===== config.mk =====
export PLATFORM = sky130hd
export DESIGN_NAME = zcf_top
export DESIGN_NICKNAME = d
export VERILOG_FILES = /design/src/hw/zcf_pkg.sv /design/src/hw/zcf_top.sv
export SDC_FILE = /design/constraint.sdc
export NUM_CORES = 1
export LEC_CHECK = 0
export ABC_AREA = 1
export BUFFER_PORTS_ARGS = -buffer_cell sky130_fd_sc_hd__buf_2
export CAP_MARGIN = 20
export CORE_ASPECT_RATIO = 0.75
export CORE_MARGIN = 2
export CORE_UTILIZATION = 25
export CTS_CLUSTER_SIZE = 12
export DETAILED_ROUTE_END_ITERATION = 8
export GPL_ROUTABILITY_DRIVEN = 0
export GPL_TIMING_DRIVEN = 0
export PLACE_DENSITY = 0.42
export REMOVE_ABC_BUFFERS = 1
export SYNTH_ARGS = -nofsm -noshare
export SYNTH_HDL_FRONTEND = slang
export SYNTH_SLANG_ARGS = --single-unit

===== constraint.sdc =====
create_clock -name aclk -period 6.91 [get_ports aclk]
set_clock_uncertainty 0.15 [all_clocks]
set_input_delay 0.3455 -clock aclk [delete_from_list [all_inputs] [get_ports aclk]]
set_output_delay 0.3455 -clock aclk [all_outputs]
set_load 0.01 [all_outputs]

===== src/hw/zcf_pkg.sv =====
package zcf_pkg;

    // =========================================================
    // Clocking and time base
    // =========================================================
    localparam int ACLK_HZ = 200_000_000;
    localparam int PERIPH_HZ = 4_000_000;
    localparam int PERIPH_DIV = ACLK_HZ / PERIPH_HZ;
    localparam int NS_PER_US = 1000;
    localparam int PTICKS_PER_US = PERIPH_HZ / 1_000_000;
    localparam int SCF_BASE_NS = 1000;
    localparam int WIN_LO_STEP_NS = 5000;
    localparam int WIN_HI_BASE_NS = 60000;
    localparam int WIN_HI_STEP_NS = 20000;
    localparam logic [5:0] SCF_BASE_TICKS =
        6'(SCF_BASE_NS * PTICKS_PER_US / NS_PER_US);
    localparam logic [9:0] WIN_LO_TICKS =
        10'(WIN_LO_STEP_NS * PTICKS_PER_US / NS_PER_US);
    localparam logic [9:0] WIN_HI_BASE_TICKS =
        10'(WIN_HI_BASE_NS * PTICKS_PER_US / NS_PER_US);
    localparam logic [9:0] WIN_HI_TICKS =
        10'(WIN_HI_STEP_NS * PTICKS_PER_US / NS_PER_US);
    localparam logic [3:0] WIN_CODE_SPLIT = 4'h8;

    // =========================================================
    // Register map
    // =========================================================
    localparam logic [7:0] ADDR_ZF_CFG = 8'h00;
    localparam logic [7:0] ADDR_SC_CFG = 8'h04;
    localparam logic [7:0] ADDR_CTRL = 8'h08;
    localparam logic [7:0] ADDR_STATUS = 8'h0C;
    localparam logic [7:0] RST_ZF_CFG = 8'h0F;
    localparam logic [7:0] RST_SC_CFG = 8'h00;
    localparam logic [7:0] RST_CTRL = 8'h00;
    localparam logic [7:0] SC_WMASK = 8'h8F;
    localparam logic [7:0] CTRL_WMASK = 8'h3F;
    localparam logic [1:0] RESP_OKAY = 2'h0;
    localparam logic [1:0] RESP_DECERR = 2'h3;

    // =========================================================
    // Field positions
    // =========================================================
    localparam int ZEF_LSB = 4;
    localparam int ZWF_LSB = 0;
    localparam int ZSV_BIT = 7;
    localparam int SCF_LSB = 2;
    localparam int ECM_BIT = 1;
    localparam int UNUSED_INPUT_STATE_BIT = 0;
    localparam int CTL_SR_BIT = 0;
    localparam int CTL_PCN_BIT = 1;
    localparam int CTL_TES_LSB = 2;
    localparam int CTL_MOE_BIT = 4;
    localparam int CTL_PWMS_BIT = 5;
    localparam int STAT_RUN_LSB = 8;
    localparam logic [1:0] TES_POSITION_MODE = 2'h0;

endpackage


===== src/hw/zcf_top.sv =====
`timescale 1ns/1ps
// Operation
// Z event fires after zef+1 consecutive valid samples, 1 to 16.
// Z samples come from the sample clock or PWM period strobe.
// In sensorless mode each D event starts a blanking window that ignores Z detection.
// Sensorless: 5-40us by 5us, then 60-200us by 20us; else none.
// All durations count peripheral ticks derived from aclk.
// With motor output off, sampling gate bit enables Z sampling.
// Software writes zero to sampling register bits 6 to 4.
// Sample rate field picks 1 MHz, 500, 250 or 125 kHz.
// Capture source bit picks RTC interrupt or timer high read.
// Unused inputs grounded or high-Z only in plain sensorless setup.
// Reset loads filter config 0Fh and sampling config 00h.
// Independent phase config disables the unused input selection.
// Tacho edge select 00 means position or sensorless mode.
// A sample without Z detection restarts the consecutive count.
module zcf_top #(
    parameter int PERIPH_DIV = zcf_pkg::PERIPH_DIV
) (
    // Clock and reset
    input wire logic aclk,
    input wire logic aresetn,
    // AXI4-Lite write channels
    input wire logic [7:0] s_axi_awaddr,
    input wire logic s_axi_awvalid,
    output logic s_axi_awready,
    input wire logic [31:0] s_axi_wdata,
    input wire logic [3:0] s_axi_wstrb,
    input wire logic s_axi_wvalid,
    output logic s_axi_wready,
    output logic [1:0] s_axi_bresp,
    output logic s_axi_bvalid,
    input wire logic s_axi_bready,
    // AXI4-Lite read channels
    input wire logic [7:0] s_axi_araddr,
    input wire logic s_axi_arvalid,
    output logic s_axi_arready,
    output logic [31:0] s_axi_rdata,
    output logic [1:0] s_axi_rresp,
    output logic s_axi_rvalid,
    input wire logic s_axi_rready,
    // Motor side events
    input wire logic z_detect,
    input wire logic d_event,
    input wire logic pwm_period,
    input wire logic rtc_irq,
    input wire logic timer_high_read,
    // Results
    output logic z_event,
    output logic z_blanking,
    output logic encoder_capture,
    output logic unused_input_gnd,
    output logic unused_input_hiz
);

    // =========================================================
    // State
    // =========================================================
    typedef struct packed {
        logic [7:0] zf_cfg;
        logic [7:0] sc_cfg;
        logic [7:0] ctrl;
        logic aw_have;
        logic [7:0] awaddr;
        logic w_have;
        logic [7:0] wdata;
        logic wstrb0;
        logic awready;
        logic wready;
        logic bvalid;
        logic [1:0] bresp;
        logic arready;
        logic rvalid;
        logic [1:0] rresp;
        logic [31:0] rdata;
        logic [5:0] pdiv;
        logic [5:0] presc;
        logic [9:0] win_cnt;
        logic blank;
        logic [4:0] run;
        logic z_event;
        logic enc_cap;
        logic gnd;
        logic hiz;
    } zcf_state_t;

    localparam logic [5:0] PDIV_LAST = 6'(PERIPH_DIV - 1);

    zcf_state_t st_reg;
    zcf_state_t st_next;

    logic [3:0] event_sample_count;
    logic [3:0] blanking_window_len;
    logic [1:0] sample_rate_select;
    logic [1:0] tacho_edge_select;
    logic zero_cross_sample_gate, encoder_capture_source, unused_input_state, sr, independent_phase_cfg, motor_output_enable, pwms;
    logic ptick, scf_tick, zstrobe, zgate, z_ok, sel_unused;

    function automatic logic [9:0] win_ticks(input logic [3:0] code);
        if (code < zcf_pkg::WIN_CODE_SPLIT) begin
            win_ticks = 10'(({6'h0, code} + 10'h001)
                * zcf_pkg::WIN_LO_TICKS);
        end else begin
            win_ticks = 10'(zcf_pkg::WIN_HI_BASE_TICKS
                + {6'h0, code - zcf_pkg::WIN_CODE_SPLIT}
                * zcf_pkg::WIN_HI_TICKS);
        end
    endfunction

    function automatic logic [5:0] presc_last(input logic [1:0] sel);
        presc_last = 6'((zcf_pkg::SCF_BASE_TICKS << sel) - 6'h01);
    endfunction

    assign event_sample_count = st_reg.zf_cfg[zcf_pkg::ZEF_LSB +: 4];
    assign blanking_window_len = st_reg.zf_cfg[zcf_pkg::ZWF_LSB +: 4];
    assign zero_cross_sample_gate = st_reg.sc_cfg[zcf_pkg::ZSV_BIT];
    assign sample_rate_select = st_reg.sc_cfg[zcf_pkg::SCF_LSB +: 2];
    assign encoder_capture_source = st_reg.sc_cfg[zcf_pkg::ECM_BIT];
    assign unused_input_state = st_reg.sc_cfg[zcf_pkg::UNUSED_INPUT_STATE_BIT];
    assign sr = st_reg.ctrl[zcf_pkg::CTL_SR_BIT];
    assign independent_phase_cfg = st_reg.ctrl[zcf_pkg::CTL_PCN_BIT];
    assign tacho_edge_select = st_reg.ctrl[zcf_pkg::CTL_TES_LSB +: 2];
    assign motor_output_enable = st_reg.ctrl[zcf_pkg::CTL_MOE_BIT];
    assign pwms = st_reg.ctrl[zcf_pkg::CTL_PWMS_BIT];

    // =========================================================
    // Next state
    // =========================================================
    always_comb begin
        st_next = st_reg;
        // Peripheral tick; the divider is a parameter so benches can
        // shorten the long blanking windows.
        ptick = (st_reg.pdiv == PDIV_LAST);
        st_next.pdiv = ptick ? 6'h00 : 6'(st_reg.pdiv + 6'h01);
        scf_tick = ptick && (st_reg.presc == presc_last(sample_rate_select));
        if (ptick) begin
            st_next.presc = scf_tick ? 6'h00 : 6'(st_reg.presc + 6'h01);
        end
        zstrobe = pwms ? pwm_period : scf_tick;
        zgate = motor_output_enable | zero_cross_sample_gate;
        z_ok = zstrobe && zgate && !st_reg.blank;
        st_next.z_event = 1'b0;
        if (d_event && !sr) begin
            st_next.win_cnt = win_ticks(blanking_window_len);
            st_next.run = 5'h00;
        end else begin
            if (ptick && st_reg.win_cnt != 10'h000) begin
                st_next.win_cnt = 10'(st_reg.win_cnt - 10'h001);
            end
            if (z_ok) begin
                if (!z_detect) begin
                    st_next.run = 5'h00;
                end else if (st_reg.run == {1'b0, event_sample_count}) begin
                    st_next.z_event = 1'b1;
                    st_next.run = 5'(st_reg.run + 5'h01);
                end else if (st_reg.run < {1'b0, event_sample_count}) begin
                    st_next.run = 5'(st_reg.run + 5'h01);
                end
            end
        end
        st_next.blank = (st_next.win_cnt != 10'h000);
        // Capture only matters in speed sensor mode.
        st_next.enc_cap = (tacho_edge_select != zcf_pkg::TES_POSITION_MODE)
            && (encoder_capture_source ? timer_high_read : rtc_irq);
        sel_unused = !independent_phase_cfg && (tacho_edge_select == zcf_pkg::TES_POSITION_MODE)
            && !sr;
        st_next.gnd = sel_unused && !unused_input_state;
        st_next.hiz = sel_unused && unused_input_state;

        // Write path: address and data are taken in either order.
        if (st_reg.bvalid && s_axi_bready) begin
            st_next.bvalid = 1'b0;
        end
        if (st_reg.awready && s_axi_awvalid) begin
            st_next.aw_have = 1'b1;
            st_next.awaddr = s_axi_awaddr;
        end
        if (st_reg.wready && s_axi_wvalid) begin
            st_next.w_have = 1'b1;
            st_next.wdata = s_axi_wdata[7:0];
            st_next.wstrb0 = s_axi_wstrb[0];
        end
        if (st_reg.aw_have && st_reg.w_have && !st_reg.bvalid) begin
            st_next.aw_have = 1'b0;
            st_next.w_have = 1'b0;
            st_next.bvalid = 1'b1;
            st_next.bresp = zcf_pkg::RESP_OKAY;
            case (st_reg.awaddr)
                zcf_pkg::ADDR_ZF_CFG: begin
                    if (st_reg.wstrb0) begin
                        st_next.zf_cfg = st_reg.wdata;
                    end
                end
                zcf_pkg::ADDR_SC_CFG: begin
                    // Reserved bits are dropped so they always read zero.
                    if (st_reg.wstrb0) begin
                        st_next.sc_cfg = st_reg.wdata & zcf_pkg::SC_WMASK;
                    end
                end
                zcf_pkg::ADDR_CTRL: begin
                    if (st_reg.wstrb0) begin
                        st_next.ctrl = st_reg.wdata & zcf_pkg::CTRL_WMASK;
                    end
                end
                zcf_pkg::ADDR_STATUS: begin
                end
                default: begin
                    st_next.bresp = zcf_pkg::RESP_DECERR;
                end
            endcase
        end
        st_next.awready = !st_next.aw_have;
        st_next.wready = !st_next.w_have;

        // Read path.
        if (st_reg.rvalid && s_axi_rready) begin
            st_next.rvalid = 1'b0;
        end
        if (st_reg.arready && s_axi_arvalid) begin
            st_next.rvalid = 1'b1;
            st_next.rresp = zcf_pkg::RESP_OKAY;
            case (s_axi_araddr)
                zcf_pkg::ADDR_ZF_CFG: st_next.rdata = {24'h0, st_reg.zf_cfg};
                zcf_pkg::ADDR_SC_CFG: st_next.rdata = {24'h0, st_reg.sc_cfg};
                zcf_pkg::ADDR_CTRL: st_next.rdata = {24'h0, st_reg.ctrl};
                zcf_pkg::ADDR_STATUS: begin
                    st_next.rdata = (32'(st_reg.run) << zcf_pkg::STAT_RUN_LSB)
                        | 32'(st_reg.blank);
                end
                default: begin
                    st_next.rdata = 32'h0000_0000;
                    st_next.rresp = zcf_pkg::RESP_DECERR;
                end
            endcase
        end
        st_next.arready = !st_next.rvalid;
    end

    always_ff @(posedge aclk) begin
        if (!aresetn) begin
            st_reg <= '0;
            st_reg.zf_cfg <= zcf_pkg::RST_ZF_CFG;
            st_reg.sc_cfg <= zcf_pkg::RST_SC_CFG;
            st_reg.ctrl <= zcf_pkg::RST_CTRL;
        end else begin
            st_reg <= st_next;
        end
    end

    // =========================================================
    // Outputs
    // =========================================================
    assign s_axi_awready = st_reg.awready;
    assign s_axi_wready = st_reg.wready;
    assign s_axi_bvalid = st_reg.bvalid;
    assign s_axi_bresp = st_reg.bresp;
    assign s_axi_arready = st_reg.arready;
    assign s_axi_rvalid = st_reg.rvalid;
    assign s_axi_rresp = st_reg.rresp;
    assign s_axi_rdata = st_reg.rdata;
    assign z_event = st_reg.z_event;
    assign z_blanking = st_reg.blank;
    assign encoder_capture = st_reg.enc_cap;
    assign unused_input_gnd = st_reg.gnd;
    assign unused_input_hiz = st_reg.hiz;
endmodule


**Yosys cells after proc, flatten, opt, wreduce, memory -nomap -nowiden**

Cells that the tools add are included.

- Word-level logic and storage cells: 115
- Output and inout port bits: 46
- Bits in registers: 111
- Bits of input ports: 64

- Multiply operators: 2
- Bitwise operators: 5
- Equal/unequal tests: 10
- Reduce and logical (&&, ||, !) cells: 41
- Shifts and indexed selects: 1
- $lt $le $gt $ge: 2
- Muxes and demuxes: 21
- Add/subtract/negate cells: 8

Operators with widths:

| kind | count |
|---|---|
| $pmux 13 s4 | 1 |
| $mux 10 | 4 |
| $mux 35 | 1 |
| $eq 8x4->1 const B | 4 |
| $reduce_bool 10->1 | 2 |
| $logic_and 1x1->1 | 17 |
| $eq 8x3->1 const B | 2 |
| $logic_not 8->1 | 2 |
| $mux 5 | 3 |
| $or 13x1->13 | 1 |
| $add 6x1->6 const B | 2 |
| $reduce_or 4->1 | 3 |
| $add 8x10->10 const A | 1 |
| $sub 10x1->10 const B | 1 |
| $mux 9 | 1 |
| $reduce_and 3->1 | 3 |
| $logic_not 1->1 | 8 |
| $mul 5x3->8 const B | 1 |
| $mux 1 | 7 |
| $eq 6x6->1 | 1 |
| $eq 6x6->1 const B | 1 |
| $mul 4x3->6 const B | 1 |
| $mux 6 | 1 |
| $shl 3x2->6 const A | 1 |
| other kinds (16) | 21 |

**Longest topological paths before layout**

- Depth in word-level cells: 9
- Mapped depth: 18
- Gate-level depth less buffers: 17

**Least setup slack after synthesis**

OpenSTA, ideal clock, no wires.

- Kind: reg2reg
- Start: register st_reg, in the netlist blanking_window_len[0]
- End: register st_reg, in the netlist z_blanking
- Data arrival time: 2.286 ns
- Cell stages (with the launch flop): 15
- Slack: 4.346 ns
- Period minus slack after synthesis: 2.564 ns
- Required time: 6.632 ns
- Cells stage by stage: dfxtp_1 > inv_1 > ha_1 > inv_1 > nor2_1 > nor2_1 > ha_1 > inv_1 > fa_1 > a21oi_1 > o21ai_0 > a21boi_1 > nand4_1 > nor2_1 > nor2_1

- Cells in the longest elaborated chain, start to end: 6

Ends and longest elaborated chain:

| what | line | source |
|---|---|---|
| start: declaration | zcf_top.sv:89 | `zcf_state_t st_reg;` |
| start signal: assignment | zcf_top.sv:246 | `st_reg <= st_next;` |
| $sub 4x4->4 | zcf_top.sv:105 | `+ {6'h0, code - zcf_pkg::WIN_CODE_SPLIT}` |
| $mul 4x3->6 | zcf_top.sv:106 | `* zcf_pkg::WIN_HI_TICKS);` |
| $add 8x10->10 | zcf_top.sv:105 |  |
| $mux 10 (*) | zcf_top.sv:100 | `if (code < zcf_pkg::WIN_CODE_SPLIT) begin` |
| $mux 10 (*) | zcf_top.sv:143 | `if (d_event && !sr) begin` |
| $reduce_bool 10->1 (*) | zcf_top.sv:161 | `st_next.blank = (st_next.win_cnt != 10'h000);` |

Every way passes the cells marked *; elsewhere a longest branch is shown, timed or not.
A chain may end at the register's enable or synchronous reset.

**Worst setup path in the final report**

Ends and elaborated chain as after synthesis.

==> impl_results.md <==
- Final setup vio count: 0
- Total CTS buffers: 9
- Diode count: 0
- Hold Vio Cnt, Final: 0
- Post-Route WL: 12000 um
- Synth Area in Simple Gates: 0.262
- Worst R2R Start: blanking_window_len[0]
- Internal power: 893 uW
- Via-to-Cell Ratio: 4.45
- Post-cts resize count: 0
- Max FFs per register: 50
- CTS Buffer Depth: 2
- Status: complete, no violations
- Largest family of logic cells by synthesized area: simple AND/OR/NAND/NOR gates
- # Post-CTS Setup Buffers: 0
- WS Path Type: flop to flop
- Hold Path Cell Cnt: 3
- Clock slew at reported path FFs: 70 ps
- Die area: 0.0200 mm^2
- Synth Flop Type: dfxtp_1
- Sink Count: 90
- Overflow after GRT: 0
- Sw Pwr: 285 uW
- Seq pwr share: 0.462
- Setup slack after layout: 3820 ps
- DR WL/cell: 12.6 um
- Share of cells above drive strength 1: 0.145
- Reg2reg end: z_blanking
- Peak supply drop: 0.118 mV
- Hold WC Path Type: input port to flop
- Post-synth top area share: 0.382
- Die H: 123 um
- H-tree Lvls: 3
- Leak: 2.43 nW
- DPL Wire Length: 9110 um
- Initial antenna violation count: 2
- Adder-Cell Fraction of Synth Area: 0.0562
- # DRC: 0
- Number of synthesized flops with an enable pin: 0
- Post-detailed-route count of antenna-violating nets: 0
- Starting density of the core: 0.255
- Boundary Pins: 110
- First-pass GRT wire length: 19800 um
- Area Growth Syn to Fin: 14.6%
- FF-to-FF setup slack: 3820 ps
- CP startpoint kind: flop
- Worst reg-to-reg path cell count: 14
- Yosys warns: 0
- Switching share of power: 0.242
- Total Power: 1.18 mW
- RSZ-0062 raised after global routing: no
- Rel. slew slack: 0.509
- Main area contributors after synthesis: dfxtp_1 38%, nand2_1 8.6%, nor2_1 6.9%, inv_1 6.1%, a21oi_1 5.7%
- Worst Path Max Fanout: 9
- Clk_lat worst skew: 340 ps
- Most common cell in the netlist: nand2_1
- Setup TNS: 0 ps
- Final Max Tran Viols: 0
- Detailed Routing Iterations Pass 1: 5
- Largest net degree at the start of global routing: 45
- Critical Path RT: 6990 ps
- Cell area after synthesis: 0.00472 mm^2
- Critical path cell sequence: inv_1 > ha_1 > inv_1 > nor2_1 > nor2_1 > ha_1 > inv_1 > fa_1 > a21oi_1 > o21ai_0 > a21boi_1 > nand4_1 > nor2_1 > nor2_1
- Dpl ws: 3770 ps
- Cell mode on critical path: nor2_1
- Cell Pwr Density: 218 mW/mm^2
- # rows: 43
- Top delay family on crit path: adder cells
- Fin crit share: 0.448
- Synth area leader: dfxtp_1
- Drt initial violations: 298
- Vias after detailed routing: 4220
- Buffers added on ports: 63
- Combinational power share: 0.074
- Crit-path slowest cell: dfxtp_1
- Max Freq: 323 MHz
- Async SR Flop Fraction: 0
- CTS tree: yes
- Vias in the first global route: 3968
- Clk pwr share: 0.464
- Max stage delay on crit path: 540 ps
- Hold EP: st_reg[89]
- Netlist cell types: 40
- Core Util, Final: 0.292
- Most frequent cells after synthesis: 108 x nand2_1, 90 x dfxtp_1, 87 x nor2_1
- Minimum clock period: 3090 ps
- Placed inst area: 0.00508 mm^2
- Gate Count Post-Synth: 657
- Synth Register Bits: 90
- Max Cap Viol: 0
- Bufs and invs on worst path: 3
- Critical Path Sink Type: flop
- Die width: 163 um
- Post-synthesis mux area share: 0
- Syn avg cell area: 7.19 um^2
- All-Layer GR Usage: 0.125
- Synth Area in XOR/XNOR: 0.0130
- Fin area: 0.00541 mm^2
- Synth Area in Compound Gates: 0.148
- CTS Hold Bufs: 0
- Seq/Total Area, Yosys: 0.382
- Core area: 0.0185 mm^2
- Slew @ Worst Pin: 735 ps
- Crit path DAT: 3180 ps
- Hold Crit Start: s_axi_awaddr[6]
- Clock Root Buffer: clkbuf_16
- Post-layout nets: 781
==> how the worst max path moves through the flow <==
stage,from,end,cells past startpoint
after global placement,blanking_window_len[0],z_blanking,14
after detailed placement,blanking_window_len[0],z_blanking,14
after floorplan,blanking_window_len[0],z_blanking,14
after CTS,blanking_window_len[0],z_blanking,14
after global routing,blanking_window_len[0],z_blanking,14
final,blanking_window_len[0],z_blanking,14
==> worst reg2reg max path, cell delays in order, from the launching register on <==
cell,delay [ps]
dfxtp_1,540
inv_1,200
ha_1,370
inv_1,90
nor2_1,70
nor2_1,90
ha_1,170
inv_1,50
fa_1,490
a21oi_1,70
o21ai_0,100
a21boi_1,240
nand4_1,130
nor2_1,160
nor2_1,50
==> final cells by class <==
| type | count | area (um^2) |
|---|---|---|
| Fill cell | 2063 | 13100 |
| Multi-Input combinational cell | 450 | 2330 |
| Sequential cell | 90 | 1800 |
| Timing Repair Buffer | 64 | 330 |
| Tap cell | 247 | 309 |
| Inverter | 82 | 308 |
| Clock buffer | 11 | 243 |
| Clock inverter | 5 | 85.1 |
==> power by group through the flow <==
stage | clock [mW] | combinational [mW] | sequential, mW
detailed placement | 0 | 0.0879 | 0.556
finish | 0.547 | 0.0871 | 0.544
floorplan | 0 | 0.0530 | 0.555
CTS | 0.567 | 0.0881 | 0.544
global route | 0.588 | 0.102 | 0.546
global placement | 0 | 0.0864 | 0.556
==> metal layers <==
layer / routed length [um] / track usage / vias to the layer above
li1: - / - / 2178
met1: 6360 / 0.181 / 1945
met2: 4870 / 0.183 / 86
met3: 632 / 0.0312 / 9
met4: 99 / 0.0348 / 2
met5: 13 / 0 / -
==> cell usage in the layout (no fill, tap or decap), types with 2 or more instances in the layout <==
master,n
xor2_1,5
clkbuf_16,9
bufinv_16,2
fa_1,2
nand2_2,4
inv_2,4
nand2_1,108
nor3b_1,5
nor2_2,3
conb_1,19
nand4_2,2
nand3b_1,2
nor4_1,3
inv_1,77
nor3_1,3
o211ai_1,6
xnor2_1,2
nand4_1,18
o22ai_1,9
nand3_1,31
a21oi_2,2
nor2_4,3
ha_1,18
buf_2,63
nand3_2,3
dfxtp_1,90
inv_6,2
nor2_1,87
o21ai_0,53
a21oi_1,54
==> kinds of logic (layout without fill, tap and decap cells) <==
group | Yosys count | count (layout)
compound gates | 130 | 130
fa+ha+maj | 20 | 20
xor+xnor | 7 | 7
flops | 90 | 90
buf+inv | 135 | 162
other cells | 1 | 19
simple gates | 274 | 274
==> through the flow <==
| step | hold WS (ps) | instances |
|---|---|---|
| 6_report | 96.8 | 949 |
| 5_1_grt | 92.4 | 949 |
| 4_1_cts | 81.1 | 949 |
| 3_5_place_dp | 254 | 933 |
| 3_3_place_gp | 260 | 932 |
| 2_1_floorplan | 242 | 622 |
Note: power is estimated with default switching activity, not from simulation.
